===== config.mk =====
export PLATFORM = sky130hd
export DESIGN_NAME = timer16_counter_capture
export DESIGN_NICKNAME = d
export VERILOG_FILES = /design/src/hw/timer16_pkg.sv /design/src/hw/timer16_counter_capture.sv
export SDC_FILE = /design/constraint.sdc
export NUM_CORES = 1
export LEC_CHECK = 0
export ABC_AREA = 1
export BUFFER_PORTS_ARGS = -buffer_cell sky130_fd_sc_hd__buf_4
export CAP_MARGIN = 20
export CORE_UTILIZATION = 60
export DETAILED_ROUTE_END_ITERATION = 12
export PLACE_DENSITY = 0.83
export SLEW_MARGIN = 20
export SYNTH_ARGS = -nofsm -noshare
export SYNTH_HDL_FRONTEND = slang
export SYNTH_SLANG_ARGS = --single-unit

===== constraint.sdc =====
create_clock -name i_clk -period 8.38 [get_ports i_clk]
set_clock_uncertainty 0.1 [all_clocks]
set_input_delay 0.838 -clock i_clk [delete_from_list [all_inputs] [get_ports i_clk]]
set_output_delay 0.838 -clock i_clk [all_outputs]
set_load 0.05 [all_outputs]

===== src/hw/timer16_pkg.sv =====
package timer16_pkg;
	// register offsets on the byte bus
	localparam logic [7:0] ADDR_CTRL_A = 8'h00;
	localparam logic [7:0] ADDR_CTRL_B = 8'h01;
	localparam logic [7:0] ADDR_CNT_LO = 8'h02;
	localparam logic [7:0] ADDR_CNT_HI = 8'h03;
	localparam logic [7:0] ADDR_CMPA_LO = 8'h04;
	localparam logic [7:0] ADDR_CMPA_HI = 8'h05;
	localparam logic [7:0] ADDR_CMPB_LO = 8'h06;
	localparam logic [7:0] ADDR_CMPB_HI = 8'h07;
	localparam logic [7:0] ADDR_CAP_LO = 8'h08;
	localparam logic [7:0] ADDR_CAP_HI = 8'h09;
	localparam logic [7:0] ADDR_FLAG = 8'h0A;
	localparam logic [7:0] ADDR_MASK = 8'h0B;
	localparam logic [7:0] ADDR_ACMP = 8'h0C;
	// field positions
	localparam int WGML_MSB = 1;
	localparam int WGML_LSB = 0;
	localparam int WGMH_MSB = 4;
	localparam int WGMH_LSB = 3;
	localparam int CS_MSB = 2;
	localparam int CS_LSB = 0;
	localparam int NFE_BIT = 7;
	localparam int EDGE_BIT = 6;
	localparam int ACMP_SEL_BIT = 0;
	localparam int FLG_OVF = 0;
	localparam int FLG_CMPA = 1;
	localparam int FLG_CMPB = 2;
	localparam int FLG_CAP = 3;
	// clock select codes and prescaler tap masks
	localparam logic [2:0] CS_STOP = 3'h0;
	localparam logic [2:0] CS_DIV1 = 3'h1;
	localparam logic [2:0] CS_DIV8 = 3'h2;
	localparam logic [2:0] CS_DIV64 = 3'h3;
	localparam logic [2:0] CS_DIV256 = 3'h4;
	localparam logic [2:0] CS_DIV1024 = 3'h5;
	localparam logic [2:0] CS_EXT_FALL = 3'h6;
	localparam logic [2:0] CS_EXT_RISE = 3'h7;
	localparam logic [9:0] PS_M8 = 10'h007;
	localparam logic [9:0] PS_M64 = 10'h03F;
	localparam logic [9:0] PS_M256 = 10'h0FF;
	localparam logic [9:0] PS_M1024 = 10'h3FF;
	// fixed top values, bottom and unit steps
	localparam logic [15:0] TOP_MAX = 16'hFFFF;
	localparam logic [15:0] TOP_8 = 16'h00FF;
	localparam logic [15:0] TOP_9 = 16'h01FF;
	localparam logic [15:0] TOP_10 = 16'h03FF;
	localparam logic [15:0] BOTTOM = 16'h0000;
	localparam logic [15:0] CNT_ONE = 16'h0001;
	localparam logic [9:0] PS_ONE = 10'h001;
	typedef enum logic [3:0] {
		WGM_NORMAL, WGM_PC8, WGM_PC9, WGM_PC10,
		WGM_CTC_A, WGM_FAST8, WGM_FAST9, WGM_FAST10,
		WGM_PFC_CAP, WGM_PFC_A, WGM_PC_CAP, WGM_PC_A,
		WGM_CTC_CAP, WGM_RSVD, WGM_FAST_CAP, WGM_FAST_A
	} wgm_t;
	typedef struct packed {
		logic [7:0] ctrl_a;
		logic [7:0] ctrl_b;
		logic acmp_sel;
		logic [7:0] temp;
		logic [15:0] count;
		logic dir_up;
		logic block;
		logic [15:0] cmpa;
		logic [15:0] cmpa_buf;
		logic [15:0] cmpb;
		logic [15:0] cmpb_buf;
		logic [15:0] cap;
		logic [3:0] flags;
		logic [3:0] mask;
		logic [9:0] presc;
		logic pin_s1;
		logic pin_s2;
		logic acmp_s1;
		logic acmp_s2;
		logic ext_s1;
		logic ext_s2;
		logic ext_prev;
		logic [3:0] filt;
		logic filt_out;
		logic edge_prev;
		logic [7:0] rdata;
		logic at_top;
		logic at_bottom;
	} state_t;
endpackage : timer16_pkg


===== src/hw/timer16_counter_capture.sv =====
// The address map and the address-and-strobe port were decided locally.
`timescale 1ns/10ps
// Contract
// - tick clears, increments or decrements count
// - no clock source holds count, cpu access
// - cpu count write beats count/clear
// - high byte via shared temp byte
// - clock select picks source and edge
// - four-bit mode across two control registers
// - overflow flag set per mode, irq
// - top from constant, compare a, capture
// - compare a top is double buffered in pwm modes only
// - bottom indication when count is zero
// - compare matches set compare flags
// - qualifying edge copies count to capture outside capture-top modes
// - capture flag set with capture copy
// - capture irq enable, ack/write-one clears
// - capture low read latches high byte
// - capture writes only in capture-top modes
// - control registers accessed directly
// - one flag register, one mask register
// - filter needs four agreeing samples
// - filter adds five system clocks
// - comparator select switches capture source
module timer16_counter_capture
	import timer16_pkg::*;
(
	// clock and reset
	input wire logic i_clk,
	input wire logic i_rst_n,
	// register bus
	input wire logic [7:0] i_addr,
	input wire logic [7:0] i_wdata,
	input wire logic i_wr,
	input wire logic i_rd,
	output logic [7:0] o_rdata,
	// pins, asynchronous
	input wire logic i_ext_count_pin,
	input wire logic i_capture_pin,
	input wire logic i_comparator_out,
	// interrupt requests and service acks
	input wire logic [3:0] i_irq_ack,
	output logic o_irq_overflow,
	output logic o_irq_cmp_a,
	output logic o_irq_cmp_b,
	output logic o_irq_capture,
	// limit indications
	output logic o_at_top,
	output logic o_at_bottom
);
	state_t st_ff;
	state_t nxt_st;
	wgm_t wgm;
	logic [2:0] cs;
	logic [15:0] top_val;
	logic updown;
	logic pwm;
	logic cap_top;
	logic upd_bot;
	logic tick;
	logic cnt_wr;
	logic cap_wr;
	logic cap_src;
	logic cap_lvl;
	logic cap_evt;
	logic buf_upd;
	logic [3:0] set_f;
	logic [3:0] clr_f;
	logic [15:0] wval;

	// all timer behaviour in one next-state process
	always_comb begin
		nxt_st = st_ff;
		wgm = wgm_t'({st_ff.ctrl_b[WGMH_MSB:WGMH_LSB], st_ff.ctrl_a[WGML_MSB:WGML_LSB]});
		cs = st_ff.ctrl_b[CS_MSB:CS_LSB];
		wval = {st_ff.temp, i_wdata};
		top_val = TOP_MAX;
		updown = 1'b0;
		pwm = 1'b0;
		cap_top = 1'b0;
		upd_bot = 1'b0;
		// mode decode: top source, direction, buffering
		unique case (wgm)
			WGM_NORMAL: top_val = TOP_MAX;
			WGM_PC8: begin
				top_val = TOP_8;
				updown = 1'b1;
				pwm = 1'b1;
			end
			WGM_PC9: begin
				top_val = TOP_9;
				updown = 1'b1;
				pwm = 1'b1;
			end
			WGM_PC10: begin
				top_val = TOP_10;
				updown = 1'b1;
				pwm = 1'b1;
			end
			WGM_CTC_A: top_val = st_ff.cmpa;
			WGM_FAST8: begin
				top_val = TOP_8;
				pwm = 1'b1;
			end
			WGM_FAST9: begin
				top_val = TOP_9;
				pwm = 1'b1;
			end
			WGM_FAST10: begin
				top_val = TOP_10;
				pwm = 1'b1;
			end
			WGM_PFC_CAP: begin
				top_val = st_ff.cap;
				cap_top = 1'b1;
				updown = 1'b1;
				pwm = 1'b1;
				upd_bot = 1'b1;
			end
			WGM_PFC_A: begin
				top_val = st_ff.cmpa;
				updown = 1'b1;
				pwm = 1'b1;
				upd_bot = 1'b1;
			end
			WGM_PC_CAP: begin
				top_val = st_ff.cap;
				cap_top = 1'b1;
				updown = 1'b1;
				pwm = 1'b1;
			end
			WGM_PC_A: begin
				top_val = st_ff.cmpa;
				updown = 1'b1;
				pwm = 1'b1;
			end
			WGM_CTC_CAP: begin
				top_val = st_ff.cap;
				cap_top = 1'b1;
			end
			WGM_RSVD: top_val = TOP_MAX;
			WGM_FAST_CAP: begin
				top_val = st_ff.cap;
				cap_top = 1'b1;
				pwm = 1'b1;
			end
			WGM_FAST_A: begin
				top_val = st_ff.cmpa;
				pwm = 1'b1;
			end
		endcase

		// input synchronisers, first stage feeds only the second
		nxt_st.pin_s1 = i_capture_pin;
		nxt_st.pin_s2 = st_ff.pin_s1;
		nxt_st.acmp_s1 = i_comparator_out;
		nxt_st.acmp_s2 = st_ff.acmp_s1;
		nxt_st.ext_s1 = i_ext_count_pin;
		nxt_st.ext_s2 = st_ff.ext_s1;
		nxt_st.ext_prev = st_ff.ext_s2;
		nxt_st.presc = st_ff.presc + PS_ONE;

		// clock select; prescaler free-runs so taps stay phase-locked
		unique case (cs)
			CS_STOP: tick = 1'b0;
			CS_DIV1: tick = 1'b1;
			CS_DIV8: tick = (st_ff.presc & PS_M8) == '0;
			CS_DIV64: tick = (st_ff.presc & PS_M64) == '0;
			CS_DIV256: tick = (st_ff.presc & PS_M256) == '0;
			CS_DIV1024: tick = (st_ff.presc & PS_M1024) == '0;
			CS_EXT_FALL: tick = st_ff.ext_prev & ~st_ff.ext_s2;
			CS_EXT_RISE: tick = ~st_ff.ext_prev & st_ff.ext_s2;
		endcase

		cnt_wr = i_wr && (i_addr == ADDR_CNT_LO);
		cap_wr = i_wr && (i_addr == ADDR_CAP_LO) && cap_top;
		set_f = '0;

		// counter; a cpu write overrides any tick action
		if (cnt_wr) begin
			nxt_st.count = wval;
			nxt_st.block = 1'b1;
		end else if (tick) begin
			nxt_st.block = 1'b0;
			if (updown) begin
				if (st_ff.dir_up && st_ff.count == top_val) begin
					nxt_st.dir_up = 1'b0;
					nxt_st.count = st_ff.count - CNT_ONE;
				end else if (!st_ff.dir_up && st_ff.count == BOTTOM) begin
					nxt_st.dir_up = 1'b1;
					nxt_st.count = st_ff.count + CNT_ONE;
				end else if (st_ff.dir_up) begin
					nxt_st.count = st_ff.count + CNT_ONE;
				end else begin
					nxt_st.count = st_ff.count - CNT_ONE;
				end
			end else begin
				nxt_st.dir_up = 1'b1;
				nxt_st.count = (st_ff.count == top_val) ? BOTTOM : st_ff.count + CNT_ONE;
			end
		end

		// overflow point depends on mode
		if (tick && !cnt_wr) begin
			if (updown) begin
				set_f[FLG_OVF] = (st_ff.count == BOTTOM);
			end else if (pwm) begin
				set_f[FLG_OVF] = (st_ff.count == top_val);
			end else begin
				set_f[FLG_OVF] = (st_ff.count == TOP_MAX);
			end
		end

		// compare match; a count write masks the next tick's match
		if (tick && !st_ff.block && !cnt_wr) begin
			set_f[FLG_CMPA] = (st_ff.count == st_ff.cmpa);
			set_f[FLG_CMPB] = (st_ff.count == st_ff.cmpb);
		end

		// compare buffer update at top, or bottom in freq-correct modes
		buf_upd = pwm && tick && !cnt_wr &&
			(upd_bot ? (st_ff.count == BOTTOM) : (st_ff.count == top_val));
		if (buf_upd) begin
			nxt_st.cmpa = st_ff.cmpa_buf;
			nxt_st.cmpb = st_ff.cmpb_buf;
		end
		if (i_wr && i_addr == ADDR_CMPA_LO) begin
			nxt_st.cmpa_buf = wval;
			if (!pwm) begin
				nxt_st.cmpa = wval;
			end
		end
		if (i_wr && i_addr == ADDR_CMPB_LO) begin
			nxt_st.cmpb_buf = wval;
			if (!pwm) begin
				nxt_st.cmpb = wval;
			end
		end

		// capture source, noise filter and edge detector
		cap_src = st_ff.acmp_sel ? st_ff.acmp_s2 : st_ff.pin_s2;
		nxt_st.filt = {st_ff.filt[2:0], cap_src};
		if (st_ff.filt == '1) begin
			nxt_st.filt_out = 1'b1;
		end else if (st_ff.filt == '0) begin
			nxt_st.filt_out = 1'b0;
		end
		cap_lvl = st_ff.ctrl_b[NFE_BIT] ? st_ff.filt_out : cap_src;
		nxt_st.edge_prev = cap_lvl;
		cap_evt = !cap_top && (st_ff.ctrl_b[EDGE_BIT] ? (cap_lvl && !st_ff.edge_prev) :
			(!cap_lvl && st_ff.edge_prev));
		if (cap_evt) begin
			nxt_st.cap = st_ff.count;
			set_f[FLG_CAP] = 1'b1;
		end else if (cap_wr) begin
			nxt_st.cap = wval;
		end

		// flags: ack or write-one clears, a same-cycle set wins
		clr_f = i_irq_ack;
		if (i_wr && i_addr == ADDR_FLAG) begin
			clr_f = clr_f | i_wdata[3:0];
		end
		nxt_st.flags = (st_ff.flags & ~clr_f) | set_f;

		// plain byte registers and high-byte writes to temp
		if (i_wr) begin
			unique case (i_addr)
				ADDR_CTRL_A: nxt_st.ctrl_a = i_wdata;
				ADDR_CTRL_B: nxt_st.ctrl_b = i_wdata;
				ADDR_CNT_HI, ADDR_CMPA_HI, ADDR_CMPB_HI, ADDR_CAP_HI: nxt_st.temp = i_wdata;
				ADDR_MASK: nxt_st.mask = i_wdata[3:0];
				ADDR_ACMP: nxt_st.acmp_sel = i_wdata[ACMP_SEL_BIT];
				default: ;
			endcase
		end

		// read data stands one cycle, zero otherwise and off-map
		nxt_st.rdata = '0;
		if (i_rd) begin
			unique case (i_addr)
				ADDR_CTRL_A: nxt_st.rdata = st_ff.ctrl_a;
				ADDR_CTRL_B: nxt_st.rdata = st_ff.ctrl_b;
				ADDR_CNT_LO: begin
					nxt_st.rdata = st_ff.count[7:0];
					nxt_st.temp = st_ff.count[15:8];
				end
				ADDR_CNT_HI: nxt_st.rdata = st_ff.temp;
				ADDR_CMPA_LO: nxt_st.rdata = st_ff.cmpa_buf[7:0];
				ADDR_CMPA_HI: nxt_st.rdata = st_ff.cmpa_buf[15:8];
				ADDR_CMPB_LO: nxt_st.rdata = st_ff.cmpb_buf[7:0];
				ADDR_CMPB_HI: nxt_st.rdata = st_ff.cmpb_buf[15:8];
				ADDR_CAP_LO: begin
					nxt_st.rdata = st_ff.cap[7:0];
					nxt_st.temp = st_ff.cap[15:8];
				end
				ADDR_CAP_HI: nxt_st.rdata = st_ff.temp;
				ADDR_FLAG: nxt_st.rdata = {4'h0, st_ff.flags};
				ADDR_MASK: nxt_st.rdata = {4'h0, st_ff.mask};
				ADDR_ACMP: nxt_st.rdata = {7'h00, st_ff.acmp_sel};
				default: nxt_st.rdata = '0;
			endcase
		end

		// registered limit indications follow the next count
		nxt_st.at_bottom = (nxt_st.count == BOTTOM);
		nxt_st.at_top = (nxt_st.count == top_val);
	end

	// single state register
	always_ff @(posedge i_clk or negedge i_rst_n) begin
		if (!i_rst_n) begin
			st_ff <= '0;
			st_ff.at_bottom <= 1'b1; // count resets to zero, so bottom holds from the start
		end else begin
			st_ff <= nxt_st;
		end
	end

	// outputs; masking kept outside the flags so software sees raw state
	assign o_rdata = st_ff.rdata;
	assign o_irq_overflow = st_ff.flags[FLG_OVF] & st_ff.mask[FLG_OVF];
	assign o_irq_cmp_a = st_ff.flags[FLG_CMPA] & st_ff.mask[FLG_CMPA];
	assign o_irq_cmp_b = st_ff.flags[FLG_CMPB] & st_ff.mask[FLG_CMPB];
	assign o_irq_capture = st_ff.flags[FLG_CAP] & st_ff.mask[FLG_CAP];
	assign o_at_top = st_ff.at_top;
	assign o_at_bottom = st_ff.at_bottom;
endmodule : timer16_counter_capture


After elaboration in Yosys (flattened, before gate mapping)
Index checks and enable logic that the tools add are counted.
{"block": "op_classes", "n_addsub": 3, "eq_ne": 41, "mux": 41, "n_bitwise": 13, "reduce_logical": 52}
{"cell": "$mux 16", "count": 10}
{"cell": "$pmux 16 s6", "count": 1}
{"cell": "$pmux 8 s12", "count": 1}
{"cell": "$eq 16x16->1", "count": 4}
{"cell": "$mux 32", "count": 2}
{"cell": "$eq 8x4->1 const B", "count": 5}
{"cell": "$logic_not 10->1", "count": 4}
{"cell": "$eq 4x4->1 const B", "count": 9}
{"cell": "$mux 17", "count": 2}
{"cell": "$eq 8x3->1 const B", "count": 4}
{"cell": "$logic_not 16->1", "count": 2}
{"cell": "$mux 8", "count": 4}
{"cell": "$mux 18", "count": 1}
{"cell": "$logic_and 1x1->1", "count": 17}
{"cell": "$add 16x1->16 const B", "count": 1}
{"cell": "$eq 16x16->1 const B", "count": 1}
{"cell": "$eq 4x3->1 const B", "count": 4}
{"cell": "$eq 8x2->1 const B", "count": 2}
{"cell": "$mux 1", "count": 16}
{"cell": "$pmux 8 s2", "count": 1}
{"cell": "$sub 16x1->16 const B", "count": 1}
{"cell": "$eq 3x3->1 const B", "count": 4}
{"cell": "$reduce_or 12->1", "count": 1}
{"cell": "$reduce_or 2->1", "count": 6}
{"cell": "other kinds (24)", "count": 47}
{"block": "totals", "regBits": 164, "inputBits": 27, "output_inout_bits": 14, "elab_cells": 178}

Depth between registers and ports, before layout
Gate-level depths: netlist of run 1.
{"block": "depth", "word_depth": 10, "mapped_depth": 27}

Worst setup path before layout of run 1
Ideal clock, no wire load.
{"block": "synth_timing", "kind": "input to register", "startpoint": "input i_addr[5]", "endpoint": "register st_ff, in the netlist o_at_top", "setup_ns": 0.069, "t_arrival_ns": 2.798, "required_ns": 8.211, "setup_slack_ns": 5.413, "stages": 18, "path_buffers": 1, "cell_sequence": "nor4_1 -> inv_2 -> nor2_1 -> inv_1 -> nor2_1 -> nand2_1 -> nand2_1 -> buf_2 -> o22ai_1 -> clkinv_1 -> nand2_1 -> nand2_1 -> nand2_1 -> nor2_1 -> nand2_1 -> inv_1 -> nand2_1 -> nor2_2"}
{"item": "start: declaration", "line_no": "timer16_counter_capture.sv:32", "source": "input wire logic [7:0] i_addr,"}
{"item": "end signal: assignment", "line_no": "timer16_counter_capture.sv:316", "source": "st_ff <= nxt_st;"}
{"item": "end: declaration", "line_no": "timer16_counter_capture.sv:51", "source": "state_t st_ff;"}

==> results of run 1 <==
==> flip-flops by register name (all words and copies together), names as in the netlist <==
name	cells
st_ff	144
o_rdata	8
nxt_st	7
cs	3
o_at_bottom	1
o_at_top	1
==> cells by family (layout without fill, tap and decap cells) <==
family | after synthesis | count (layout)
multiplexers | 1 | 1
AND/OR/NAND/NOR | 734 | 734
adder cells (fa/ha/maj) | 4 | 4
XOR/XNOR | 59 | 59
AO/OA/AOI/OAI | 223 | 223
flip-flops | 164 | 164
buffers and inverters | 245 | 254
==> worst max path at each step <==
stage | cells past startpoint | slack (ns) | from | end
2_1_floorplan | 18 | 5.41 | i_addr[5] | o_at_top
3_3_place_gp | 14 | 3.63 | i_addr[5] | st_ff[105]
3_5_place_dp | 14 | 3.60 | i_addr[5] | st_ff[85]
4_1_cts | 14 | 4.03 | i_addr[5] | st_ff[105]
5_1_grt | 14 | 3.57 | i_addr[5] | st_ff[112]
6_report | 14 | 3.75 | i_addr[5] | st_ff[105]
==> final cells by class <==
type | count | area (um2)
sequential | 164 | 4110
multi-input combinational | 1021 | 5120
timing repair buffer | 47 | 364
inverter | 175 | 657
fill | 1466 | 5500
clock buffer | 19 | 453
clock inverter | 13 | 171
tap | 220 | 275
==> Yosys cell counts (2+ instances only) <==
master / number
ha_1: 4
clkbuf_1: 36
o41ai_1: 2
o211ai_1: 5
nand2_4: 4
nor2_2: 7
a22o_1: 2
nand3_2: 2
o221ai_1: 19
a31oi_1: 33
nor2_1: 131
inv_1: 164
nand3_1: 68
o21ai_2: 4
nand4_1: 34
buf_6: 6
nand2_2: 5
nor4_1: 9
inv_2: 8
buf_4: 12
dfrtp_1: 163
clkinv_1: 3
xor2_1: 41
o21ai_0: 90
a21oi_1: 3
o21ai_1: 5
xnor2_1: 18
nor2_4: 3
a221oi_1: 20
o22ai_1: 27
nand3b_1: 5
o31ai_1: 9
nor3_1: 17
buf_2: 14
nand2_1: 443
==> worst max-delay path: stages <==
cell	delay (ns)
buf_4	0.11
nor4_1	0.47
inv_2	0.15
nor2_1	0.12
inv_1	0.06
nor2_1	0.89
a21oi_2	0.50
inv_1	0.29
nor2_1	0.06
nand2_1	0.06
buf_4	0.34
inv_1	0.56
nand2_1	0.24
a31oi_1	0.11
==> layer usage <==
metal	vias to the layer above	wire, um	GRT usage
li1	4659	-	-
met1	4781	13100	0.515
met2	696	14600	0.597
met3	180	3800	0.0989
met4	0	2080	0.223
met5	-	0	0
==> where the power goes <==
part / internal [mW] / switching (mW)
Sequential: 0.901 / 0.231
Clock: 0.490 / 0.345
Combinational: 0.356 / 0.722
==> stage by stage <==
step	hold WS [ns]	std cells	power, mW	setup slack, ns
2_1_floorplan	0.231	1430	1.87	5.41
3_3_place_gp	0.232	1626	2.15	3.63
3_5_place_dp	0.236	1626	2.17	3.60
4_1_cts	0.251	1658	3.00	4.03
5_1_grt	0.258	1659	3.21	3.57
6_report	0.248	1659	3.04	3.75
==> impl_results.md, run 1 <==
* Status: finished clean
* Synth cell types at 49
* Core footprint at 16600 um2
* Hold_sp: nxt_st[21]
* # IOs at 41
* Sink Count at 164
* Hold Buf Count CTS at 0
* Reg2reg start: st_ff[152]
* Synth warnings at 0
* Total of max-cap violations at 0
* Row cnt at 47
* PortBufs at 40
* VDD IR max at 0.187 mV
* Worst r2r dst: st_ff[105]
* 1st-iter DRT viols at 1494
* WHS Endpoint: st_ff[21]
* Post-synthesis xor/xnor area fraction at 0.0503
* Relative max-transition margin at 0.202
* Share of the synthesized area in the top cell type at 0.397
* Synth Instances at 1430
* First-pass GRT wire length at 52800 um
* Sequential fraction of the synthesis area at 0.400
* Setup Fix Bufs, Post-CTS at 0
* Dpl hpwl at 24300 um
* Via count at 10300
* Total GRT Usage at 0.394
* Vias/cell at 6.22
* Most common cell after layout, fill and taps aside: nand2_1
* Clock Tree Root: clkbuf_16
* Main combinational cell family by area after synthesis: simple AND/OR/NAND/NOR gates
* Startpoint Class: input port
* Area Overhead vs Synth at 8.59%
* Synthesized flop and latch total at 164
* Die area at 17600 um2
* Final non-filler cell area at 11100 um2
* FFs w/ async S/R, synth at 1.00
* Fin crit share at 0.553
* Max clock buf depth at 2
* Crit. End Element: flop
* Least-Margin Pin Slew at 1.19 ns
* Complex-gate fraction of the synthesized area at 0.138
* Post-layout util at 0.670
* DIE HEIGHT at 133 um
* CTS buffer count at 17
* Max Slew Vio Count at 0
* N_diodes at 0
* Hold Path Class: flop to flop
* Remaining DRCs at 0
* Setup violators final at 0
* Antenna Nets Post-Route at 0
* Largest net degree at the start of global routing at 107
* Drt wl/cell at 20.2 um
* Hold path cells at 0
* Post-Synth Adder-Cell Area at 0.00488
* Layout cells sized above 1 at 0.0827
* Mux contribution to synthesized area at 0.00110
* Number of synthesized flops with an enable pin at 0
* Reg-to-reg slack, setup at 3.92 ns
* Leak pwr at 5.54 nW
* Grt ovf at 0
* Area leader, netlist: dfrtp_1
* Clock slew at reported path FFs at 0.07 ns
* Post-synthesis cell area at 10300 um2
* Avg Inst Size Synth at 7.18 um2
* DP Area at 10500 um2
* Power Dens Cells at 273 nW/um2
* Vias in the first global route at 9743
* CP arrival at 4.84 ns
* CTS H-tree lvls at 4
* Post-CTS sizing at 0
* DRT Pass-1 Iters at 7
* Fmax at 216 MHz
* Initial antenna violation count at 0
* Final hold vios at 0
* Routability cong. at 1.03
* CTS tree: done
* Net Count, Synth at 1461
* Kind of critical path: input port to flop
* Clock period minus final worst setup slack at 4.63 ns
* Routed wire length at 33600 um
* Die width at 133 um
* Total negative slack at 0 ns
* Synth Area in Simple Gates at 0.305
* Initial core utilization at 0.617
* RSZ-0062 raised after global routing: no
* Worst EP required at 8.58 ns
* Highest-count cells in the layout ignoring fill and taps: nand2_1, inv_1, dfrtp_1, nor2_1, o21ai_0
* Most used flip-flop cell after synthesis: dfrtp_1
* R2R depth at 15
* Layout Nets at 1457
* CP max FO at 33
* Top cells by area, synth: dfrtp_1, nand2_1, inv_1, nor2_1, o21ai_0
* Worst skew pair latency at 0.44 ns
Power figures use the tool's default switching activity.
==> run 2, diff against run 1 <==
- clock period: 8.38 -> 4.73 ns (I/O delays scaled with it)
==> impl_results.md, run 2 (synthesis results as in run 1) <==
* Highest-count cells in the layout ignoring fill and taps: nand2_1, inv_1, dfrtp_1, nor2_1, o21ai_0
* # IOs at 41 (unchanged)
* Internal power at 3.02 mW (+73%)
* Status: complete, but fails checks
* Setup Fix Bufs, Post-CTS at 0 (unchanged)
* Max Slew Vio Count at 0 (unchanged)
* Setup violators final at 0 (unchanged)
* Most common cell after layout, fill and taps aside: nand2_1
* Least-Margin Pin Slew at 0.870 ns (-0.322 ns)
* Vias in the first global route at 9822 (+0.81%)
* Clock Tree Root: clkbuf_16
* Violated checks: hold timing
* Total of max-cap violations at 0 (unchanged)
* Routability cong. at 1.02 (-1.4%)
* Core footprint at 16600 um2 (unchanged)
* Power Dens Cells at 477 nW/um2 (+75%)
* Seq pwr share at 0.356 (-0.016)
* Row cnt at 47 (unchanged)
* Remaining DRCs at 0 (unchanged)
* Max clock buf depth at 2 (unchanged)
* Max stage delay on crit path at 0.54 ns (-0.35 ns)
* Fin crit share at 0.817
* Worst skew pair latency at 0.44 ns (about the same)
* 1st-iter DRT viols at 1382 (-7.5%)
* Post-CTS sizing at 0 (unchanged)
* Max FFs per register at 144 (unchanged)
* VDD IR max at 0.311 mV (+66%)
* Sink Count at 164 (unchanged)
* Clock period minus final worst setup slack at 3.86 ns
* Initial antenna violation count at 0 (unchanged)
* Layout Nets at 1471 (+0.96%)
* Most common cell on crit path: nand2_1
* First-pass GRT wire length at 54600 um (+3.4%)
* PortBufs at 40 (unchanged)
* Leak pwr at 5.59 nW (+0.87%)
* Total GRT Usage at 0.409 (+0.0151)
* Vias/cell at 6.19 (-0.52%)
* CP max-delay cell: dfrtp_1
* CP max FO at 17 (-48%)
* Routed wire length at 34200 um (+2.0%)
* CTS tree: done
* Hold slack final at -0.0272 ns (-0.275 ns)
* Switching Share at 0.435 (+0.00830)
* Die width at 133 um (unchanged)
* Pre-CTS setup slack at 0.962 ns (-2.63 ns)
* Final hold vios at 17 (+17)
* Grt ovf at 0 (unchanged)
* Total negative slack at 0 ns (unchanged)
* Crit. End Element: flop
* Final non-filler cell area at 11200 um2 (+0.58%)
* Relative max-transition margin at 0.420 (+0.217)
* RSZ-0062 raised after global routing: no
* Layout cells sized above 1 at 0.0902 (+0.00746)
* Register with the most flip-flops: st_ff
* Clock slew at reported path FFs at 0.07 ns (about the same)
* Die area at 17600 um2 (unchanged)
* Hold Buf Count CTS at 0 (unchanged)
* DIE HEIGHT at 133 um (unchanged)
* Largest net degree at the start of global routing at 90 (-16%)
* Combinational share of power at 0.386 (+0.032)
* N_diodes at 0 (unchanged)
* Hold Path Class: input port to async pin
* CP cell instances: inv_2 > ha_1 > inv_1 > nor3_4 > nand4_1 > nor2_1 > nand4_1 > nand2_2 > inv_2 > a21oi_1 > nor2_1 > nand2_1 > nand2_1 > nand2_1 > nand2_1 > nand2_1 > nand2_1 > nand2_1 > nand2_1 > nor2_1 > nand2_1 > inv_1 > nand2_1 > nor2_2
* Area Overhead vs Synth at 9.23%
* Setup ws final at 0.866 ns (-2.88 ns)
* Kind of critical path: flop to flop
* Antenna Nets Post-Route at 0 (unchanged)
* Drt wl/cell at 20.5 um (+1.1%)
* CP arrival at 4.13 ns (-0.71 ns)
* Initial core utilization at 0.617 (unchanged)
* R2R depth at 24 (+9)
* P_sw at 2.33 mW (+79%)
* Startpoint Class: flop
* CTS buffer count at 17 (unchanged)
* Worst EP required at 4.99 ns (-3.59 ns)
* CTS H-tree lvls at 4 (unchanged)
* Via count at 10300 (+0.32%)
* DRT Pass-1 Iters at 6 (-1)
* Clk pwr share at 0.258 (-0.016)
* Dpl hpwl at 24600 um (+1.4%)
* DP Area at 10600 um2 (+0.93%)
* Fmax at 259 MHz
* Pwr Total at 5.35 mW (+76%)
[run 2: cell types whose count changed in the layout (fill, tap and decap cells not counted)]
cell	previous run	this run
buf_4	45	58
buf_8	1	2
bufinv_16	3	1
clkbuf_1	0	2
clkinv_2	2	1
clkinv_4	1	3
clkinvlp_4	3	2
[run 2: per-layer routing]
layer  vias to the layer above  wire length (um)  GRT usage
li1                       4697                 -          -
met1                      4762             13200      0.554
met2                       744             15300      0.633
met3                       146              4080     0.0801
met4                         0              1660      0.189
met5                         -                 0          0
[run 2: cell type report]
| cell class | instances | area, um2 |
|---|---|---|
| well taps | 220 | 275 |
| fillers | 1466 | 5430 |
| multi-input cells | 1021 | 5120 |
| repair buffers | 61 | 477 |
| clock inverters | 11 | 116 |
| inverters | 175 | 657 |
| clock buffers | 21 | 460 |
| flip-flops and latches | 164 | 4110 |
[run 2: power by group through the flow]
stage / clock, mW / sequential [mW] / combinational (mW)
global route: 1.44 / 1.92 / 2.28
CTS: 1.38 / 1.89 / 2.00
floorplan: 0 / 1.72 / 1.60
finish: 1.38 / 1.90 / 2.07
global placement: 0 / 1.91 / 1.96
detailed placement: 0 / 1.91 / 1.99
[run 2: final timing paths]
kind / from / end / slack (ns)
setup / recovery: st_ff[123] / o_at_top / 0.87
hold / removal: i_rst_n / nxt_st[15] / -0.03
setup reg to reg: st_ff[123] / o_at_top / 0.87
hold reg to reg: nxt_st[21] / st_ff[21] / 0.25
max in group asynchronous: i_rst_n / st_ff[125] / 3.35
min in group i_clk: i_ext_count_pin / nxt_st[17] / 0.04
[run 2: metrics by stage]
stage,utilization,instances
detailed placement,0.637,1639
CTS,0.672,1671
floorplan,-,1430
finish,0.674,1673
global route,0.674,1673
global placement,0.637,1639
[run 2: worst max-delay path: cells and delay by family, from the launching register on]
family / cells / cell delay [ns]
adder cells (fa/ha/maj): 1 / 0.21
buffers and inverters: 4 / 0.52
AO/OA/AOI/OAI: 1 / 0.18
AND/OR/NAND/NOR: 18 / 2.21
flip-flops: 1 / 0.54
